`config.mk`:
```
export PLATFORM = sky130hd
export DESIGN_NAME = ptsp_timer
export DESIGN_NICKNAME = d
export VERILOG_FILES = /design/src/common/ptsp_pkg.sv /design/src/hw/ptsp_timer.sv
export SDC_FILE = /design/constraint.sdc
export NUM_CORES = 1
export LEC_CHECK = 0
export BUFFER_PORTS_ARGS = -buffer_cell sky130_fd_sc_hd__buf_2
export CAP_MARGIN = 15
export CELL_PAD_IN_SITES_DETAIL_PLACEMENT = 1
export CELL_PAD_IN_SITES_GLOBAL_PLACEMENT = 2
export CORE_ASPECT_RATIO = 0.7
export CORE_UTILIZATION = 35
export CTS_BUF_LIST = sky130_fd_sc_hd__clkbuf_8
export CTS_CLUSTER_DIAMETER = 50
export DETAILED_ROUTE_END_ITERATION = 8
export PLACE_DENSITY = 0.88
export SLEW_MARGIN = 5
export SYNTH_ARGS = -nofsm -noshare
export SYNTH_HDL_FRONTEND = slang
export SYNTH_SLANG_ARGS = --single-unit
```
`constraint.sdc`:
```
create_clock -name clk -period 3 [get_ports clk]
set_input_delay 0.15 -clock clk [delete_from_list [all_inputs] [get_ports clk]]
set_output_delay 0.15 -clock clk [all_outputs]
set_load 0.01 [all_outputs]
```
`src/common/ptsp_pkg.sv`:
```
// Package: constants, register map and carrier types of the period timer / system clock PWM
//
// Function
// - Prescaler input is the system oscillator clock, not the instruction clock.
// - Prescale select decodes 00 to 1, 01 to 4, 10 to 8, 11 to 16.
// - Each prescaler output pulse advances the period count by one.
// - Count compared with limit continuously; on equality next increment returns count to 00h.
// - Match sets match flag, bit 1 of flags; bit 1 of enable gates it.
// - Count and limit fully read/write; reset loads count 00h, limit FFh.
// - Timer counts only while run bit 2 of control is one.
// - Prescaler counter cleared by count write, control write and any reset.
// - Writing the control register leaves the period count unchanged.
// - Pulse-width stage is PWM only, no capture or compare.
// - Pulse-width output is the converter system clock.
// - Programmed duty never altered cycle by cycle by this logic.
// - System clock logic supports stand-alone and frequency synchronization modes.
// - Stand-alone: PWM is the system clock at programmed frequency and duty.
// - Programmed duty bounds the primary drive on-time the loop may request.
// - PWM period is (limit+1) times oscillator period times prescale factor.
// - On wrap, count clears and staged duty copies to active; not before.
package ptsp_pkg;

    // ----------------------------------------
    // Register byte addresses
    // ----------------------------------------
    localparam logic [11:0] ADDR_TIMER_CONTROL = 12'h000;
    localparam logic [11:0] ADDR_PERIOD_LIMIT = 12'h004;
    localparam logic [11:0] ADDR_PERIOD_COUNT = 12'h008;
    localparam logic [11:0] ADDR_IRQ_ENABLE = 12'h00C;
    localparam logic [11:0] ADDR_IRQ_FLAGS = 12'h010;
    localparam logic [11:0] ADDR_DUTY_STAGING = 12'h014;
    localparam logic [11:0] ADDR_DUTY_ACTIVE = 12'h018;
    localparam logic [11:0] ADDR_MODE = 12'h01C;

    // ----------------------------------------
    // Field positions and reset values
    // ----------------------------------------
    localparam int RUN_BIT = 2;
    localparam int MATCH_BIT = 1;
    localparam int SYNC_BIT = 0;
    localparam logic [7:0] CONTROL_RESET = 8'h00;
    localparam logic [7:0] LIMIT_RESET = 8'hFF;
    localparam logic [7:0] COUNT_RESET = 8'h00;
    localparam logic [7:0] DUTY_RESET = 8'h00;
    localparam logic [7:0] IRQ_RESET = 8'h00;

    // ----------------------------------------
    // Carrier types
    // ----------------------------------------
    typedef struct packed {
        logic psel;
        logic penable;
        logic pwrite;
        logic [11:0] paddr;
        logic [31:0] pwdata;
    } ptsp_apb_req_t;

    typedef struct packed {
        logic pready;
        logic pslverr;
        logic [31:0] prdata;
    } ptsp_apb_rsp_t;

    typedef struct packed {
        logic [7:0] timer_control;
        logic [7:0] period_limit;
        logic [7:0] period_count;
        logic [7:0] peripheral_irq_enable;
        logic [7:0] peripheral_irq_flags;
        logic [7:0] duty_staging;
        logic [7:0] duty_active;
        logic sync_mode;
        logic [3:0] prescale_cnt;
        logic sys_clk;
        logic sync_pulse;
        logic [2:0] sync_pin;
        ptsp_apb_rsp_t rsp;
    } ptsp_state_t;

endpackage

```
`src/hw/ptsp_timer.sv`:
```
// Period timer with prescaler, PWM system clock generator and APB register slave
//
// Implementation choices: the APB slave port and the address map.
`timescale 1ns/1ps
module ptsp_timer (
    input wire logic clk,
    input wire logic resetn,
    input wire ptsp_pkg::ptsp_apb_req_t apb_req,
    output ptsp_pkg::ptsp_apb_rsp_t apb_rsp,
    input wire logic sync_clk_in,
    output logic sys_clk,
    output logic sync_clk_out,
    output logic [7:0] drive_on_duty,
    output logic irq
);
    import ptsp_pkg::*;

    ptsp_state_t state_reg;
    ptsp_state_t state_next;

    // ----------------------------------------
    // Prescale decode
    // ----------------------------------------
    function automatic logic [3:0] prescale_last(input logic [1:0] sel);
        unique case (sel)
            2'h0: prescale_last = 4'h0;
            2'h1: prescale_last = 4'h3;
            2'h2: prescale_last = 4'h7;
            2'h3: prescale_last = 4'hF;
        endcase
    endfunction

    logic setup;
    logic access;
    logic wr;
    logic rd;
    logic tick;
    logic match;
    logic wrap;
    logic sync_edge;
    logic [7:0] wbyte;
    logic [7:0] rbyte;
    logic mapped;

    always_comb begin
        state_next = state_reg;
        setup = apb_req.psel && !apb_req.penable;
        access = apb_req.psel && apb_req.penable;
        // Write lands at the edge where the master sees pready high
        wr = access && state_reg.rsp.pready && apb_req.pwrite;
        rd = setup && !apb_req.pwrite;
        wbyte = apb_req.pwdata[7:0];
        mapped = 1'b1;
        rbyte = 8'h00;

        // ----------------------------------------
        // Prescaler, count and PWM
        // ----------------------------------------
        // Prescaler runs on the oscillator clock itself
        tick = 1'b0;
        if (state_reg.timer_control[RUN_BIT]) begin
            if (state_reg.prescale_cnt >= prescale_last(state_reg.timer_control[1:0])) begin
                state_next.prescale_cnt = 4'h0;
                tick = 1'b1;
            end else begin
                state_next.prescale_cnt = state_reg.prescale_cnt + 4'h1;
            end
        end
        match = state_reg.period_count == state_reg.period_limit;
        // Slave mode: incoming master clock rising edge also restarts period
        state_next.sync_pin = {state_reg.sync_pin[1:0], sync_clk_in};
        sync_edge = state_reg.sync_mode && (state_reg.sync_pin[2:1] == 2'b01);
        wrap = (tick && match) || sync_edge;
        if (wrap) begin
            state_next.period_count = COUNT_RESET;
            state_next.duty_active = state_reg.duty_staging;
        end else if (tick) begin
            state_next.period_count = state_reg.period_count + 8'h01;
        end
        if (match) begin
            state_next.peripheral_irq_flags[MATCH_BIT] = 1'b1;
        end
        // Period start raises clock unless staged duty is zero, duty match drops it
        if (wrap) begin
            state_next.sys_clk = state_reg.duty_staging != 8'h00;
        end else if (state_next.period_count == state_reg.duty_active) begin
            state_next.sys_clk = 1'b0;
        end

        // ----------------------------------------
        // APB slave, answers in the access cycle
        // ----------------------------------------
        unique case (apb_req.paddr)
            ADDR_TIMER_CONTROL: rbyte = {5'h00, state_reg.timer_control[2:0]};
            ADDR_PERIOD_LIMIT: rbyte = state_reg.period_limit;
            ADDR_PERIOD_COUNT: rbyte = state_reg.period_count;
            ADDR_IRQ_ENABLE: rbyte = state_reg.peripheral_irq_enable;
            ADDR_IRQ_FLAGS: rbyte = state_reg.peripheral_irq_flags;
            ADDR_DUTY_STAGING: rbyte = state_reg.duty_staging;
            ADDR_DUTY_ACTIVE: rbyte = state_reg.duty_active;
            ADDR_MODE: rbyte = {7'h00, state_reg.sync_mode};
            default: mapped = 1'b0;
        endcase
        state_next.rsp.pready = setup;
        state_next.rsp.pslverr = setup && !mapped;
        state_next.rsp.prdata = rd ? {24'h000000, rbyte} : 32'h00000000;
        if (wr) begin
            unique case (apb_req.paddr)
                ADDR_TIMER_CONTROL: begin
                    state_next.timer_control = {5'h00, wbyte[2:0]};
                    state_next.prescale_cnt = 4'h0;
                end
                ADDR_PERIOD_LIMIT: state_next.period_limit = wbyte;
                ADDR_PERIOD_COUNT: begin
                    state_next.period_count = wbyte;
                    state_next.prescale_cnt = 4'h0;
                end
                ADDR_IRQ_ENABLE: state_next.peripheral_irq_enable = wbyte;
                ADDR_IRQ_FLAGS: state_next.peripheral_irq_flags = wbyte | {6'h00, match, 1'b0};
                // Staged only; takes effect at next wrap
                ADDR_DUTY_STAGING: state_next.duty_staging = wbyte;
                ADDR_MODE: state_next.sync_mode = wbyte[SYNC_BIT];
                default: ;
            endcase
        end
        // Read of flags clears them, a same-cycle match wins
        if (rd && apb_req.paddr == ADDR_IRQ_FLAGS) begin
            state_next.peripheral_irq_flags = {6'h00, match, 1'b0};
        end
    end

    always_ff @(posedge clk or negedge resetn) begin
        if (!resetn) begin
            state_reg.timer_control <= CONTROL_RESET;
            state_reg.period_limit <= LIMIT_RESET;
            state_reg.period_count <= COUNT_RESET;
            state_reg.peripheral_irq_enable <= IRQ_RESET;
            state_reg.peripheral_irq_flags <= IRQ_RESET;
            state_reg.duty_staging <= DUTY_RESET;
            state_reg.duty_active <= DUTY_RESET;
            state_reg.sync_mode <= 1'b0;
            state_reg.prescale_cnt <= 4'h0;
            state_reg.sys_clk <= 1'b0;
            state_reg.sync_pulse <= 1'b0;
            state_reg.sync_pin <= 3'h0;
            state_reg.rsp <= '0;
        end else begin
            state_reg <= state_next;
        end
    end

    // ----------------------------------------
    // Outputs
    // ----------------------------------------
    assign apb_rsp = state_reg.rsp;
    assign sys_clk = state_reg.sys_clk;
    assign sync_clk_out = state_reg.sys_clk;
    assign drive_on_duty = state_reg.duty_active;
    assign irq = |(state_reg.peripheral_irq_flags & state_reg.peripheral_irq_enable);

endmodule

```
==> flow_summary.ini <==
[outcome]
status = finished, final reports clean

[routing]
vias_per_cell = 5.38
ant_nets = 0
firstDrtPassIters = 6
via_count = 3042
routedWlPerCell_microns = 19.4
dr.first_iter.drc_count = 273
wl_microns = 10900
drc = 0

[synthesis]
synth_top_area_share = 0.400
syn_inst = 370
synth.avg_cell_area_sq_um = 10.5
yosysWarningCount = 0
syn_area_sq_mm = 0.00388
yosys.area.top_type = dfrtp_1
synth_cell_types = 54
seq_area_frac_synth = 0.454
synthTopCellsByArea = dfrtp_1 40%, mux2_2 8.4%, buf_4 8.3%, dfstp_2 5.4%, nand2_1 4.4%
yosys_most_used_dff = dfrtp_1
synthArstFlopShare = 1.00
ys_seq_elements = 70
synth_edf_count = 0

[sta]
post-route-period-util = 0.949
fmax_mhz = 351
grt_setup_unrepaired = no
setup_tns_ns = 0
hold_viol_final = 0
setup_ws_ns = 0.153
finClkSkew_ns = 0.0108
slew_headroom = 0.445
period_minus_slack_ns = 2.85
tightest_slew_ns = 0.833
setup_viol = 0
slew_viol_final = 0

[grt]
grt_max_degree = 37
grt_pass1_vias = 3139
antenna_found_initial = 0
track_usage = 0.202
overflow = 0
grt_pass1_wl_microns = 17400

[layout]
drive_above_1_share = 0.300
largest_register_ffs = 49
num-nets-final = 468
area_growth_pct = 12.5
antennaDiodeCount = 0
utilization = 0.414

[clock_tree]
clock_latency_ns = 0.36
cts_buffers = 9
cts-root-buf = clkbuf_8
cts.sinks = 70
cts_setup_buffers = 0
h-tree-depth = 3
clk_pin_slew_ns = 0.08
ctsLongestPathBuffers = 2
cts_tree = yes

[floorplan]
start_util = 0.368
num_rows = 31
ioPinCount = 95
core_area_sq_mm = 0.0106
die_area_sq_mm = 0.0115
fp.dieH_microns = 90.1
die_w_microns = 128

[placed_design]
dp_slack_ns = 0.0642
gp_congestion = 0.905
dp_hpwl_microns = 8480
port_buffers = 46

[worst_setup_path]
worstPathArrival_ns = 3.06
worstPathCellList = or2_2 -> ha_1 -> nand2b_1 -> a2111o_1 -> and2_4 -> a31o_2 -> o21ai_0 -> xnor2_1 -> nor4_2 -> a41oi_1
crit_type = flop to flop
worstReg2RegStart = state_reg[92]$_DFFE_PN0P_
max_stage_delay_ns = 0.47
startpoint = state_reg[92]$_DFFE_PN0P_
worst_ep_required_time_ns = 3.22
start_kind = flop
cpMaxStageDelayCell = a2111o_1
path_buf_inv = 0
cp-end-kind = flop
critPathTopFamily = compound AO/OA/AOI/OAI gates
path_max_fanout = 6

[power_and_ir_drop]
vdd_drop_max_v = 0.000261
p_per_area_mw_per_mm2 = 436
finalPower_w = 0.00191
power_leakage_nw = 1.95

[worst_hold_path]
hold_path.class = primary input to flop
hold_start = apb_req[46]

[flow_run]
drv_cap = 0
==> final timing paths <==
path,to,slack [ns],cells after the start
worst min-delay path,apb_rsp[33]$_DFF_PN0_,0.07,3
worst max-delay path,sync_clk_out$_DFFE_PN0P_,0.15,10
worst max register to register,sync_clk_out$_DFFE_PN0P_,0.15,10
max in group asynchronous,state_reg[84]$_DFFE_PN1P_,1.74,3
worst min register to register,state_next[36]$_DFF_PN0_,0.36,0
min in group asynchronous,state_reg[71]$_DFFE_PN0P_,0.42,2
==> cells in the final DEF, fill, tap and decap left out, types with 9 or more instances in the layout <==
cell	Yosys	routed
a222oi_1	13	13
mux2_2	29	29
buf_4	43	13
dfrtp_1	62	62
clkbuf_8	0	10
nand3_1	9	9
conb_1	1	24
buf_2	1	46
a21oi_1	10	10
xnor2_1	13	13
nor2_1	23	23
nand2_1	45	45
==> worst reg2reg max path, cell delays in order, from the launching register on <==
cell and delay, ns:
dfrtp_1 0.38, or2_2 0.32, ha_1 0.27, nand2b_1 0.14, a2111o_1 0.47, and2_4 0.21, a31o_2 0.24, o21ai_0 0.13
xnor2_1 0.12, nor4_2 0.28, a41oi_1 0.15
==> final cells by class <==
cell class,instances,area (sq um)
Tap cell,148,185
Clock buffer,10,138
Clock inverter,6,86.3
Inverter,4,15.0
Fill cell,1202,6180
Timing Repair Buffer,61,348
Sequential cell,70,1760
Multi-Input combinational cell,266,1830
==> through the flow <==
| stage | instances | area, sq um | hold WS (ns) |
|---|---|---|---|
| 2_1_floorplan | 393 | 3970 | -0.146 |
| 3_3_place_gp | 547 | 4110 | 0.268 |
| 3_5_place_dp | 547 | 4110 | 0.262 |
| 4_1_cts | 565 | 4350 | 0.0551 |
| 5_1_grt | 565 | 4370 | 0.0951 |
| 6_report | 565 | 4370 | 0.0735 |
==> layer usage <==
layer / GRT usage / vias to the layer above / part of all wire
met2: 0.300 / 110 / 0.45
met5: 0 / - / 0
met4: 0.0363 / 0 / 0.0038
met1: 0.293 / 1563 / 0.47
li1: - / 1365 / -
met3: 0.0554 / 4 / 0.073
==> power breakdown <==
part / total, W / switching, W / leakage, nW / internal [W]
sequential: 0.000951 / 0.00000345 / 0.883 / 0.000948
clock: 0.000868 / 0.000377 / 0.118 / 0.000491
combinational: 0.0000866 / 0.0000641 / 0.946 / 0.0000225
==> logic make-up (layout without fill, tap and decap cells) <==
| kind of cell | after synthesis | count (layout) | share of synthesized area |
|---|---|---|---|
| other | 1 | 24 | 0.000967 |
| flip-flops | 70 | 70 | 0.454 |
| XOR/XNOR | 19 | 19 | 0.0464 |
| AND/OR/NAND/NOR | 120 | 120 | 0.161 |
| multiplexers | 31 | 31 | 0.0893 |
| AO/OA/AOI/OAI | 66 | 66 | 0.130 |
| adder cells (fa/ha/maj) | 6 | 6 | 0.0193 |
| buffers and inverters | 57 | 81 | 0.0990 |
==> synth_stat cells, types with 2 or more instances <==
cell      number
dfstp_2        8
and3_1         2
clkbuf_1       8
nor3_2         4
a22oi_1        8
o21ai_1        2
a31oi_1        4
inv_1          4
ha_1           6
o31ai_1        6
nand2_1       45
o21ai_0        6
mux2_2        29
nor4_1         4
nand4_1        6
a222oi_1      13
a22o_1         7
nor3_1         6
xnor2_1       13
nor4_4         2
nor2b_1        2
nand2b_1       6
buf_4         43
a21oi_1       10
nor2_1        23
xor2_1         5
nand3_1        9
dfrtp_1       62
mux2i_1        2
==> timing repair <==
item	CTS	global route
hold buffers	2	0
setup endpoints to repair	0	1
endpoints found under the hold margin	30	0
gates resized for setup	0	2
(Power assumes the default switching activity.)
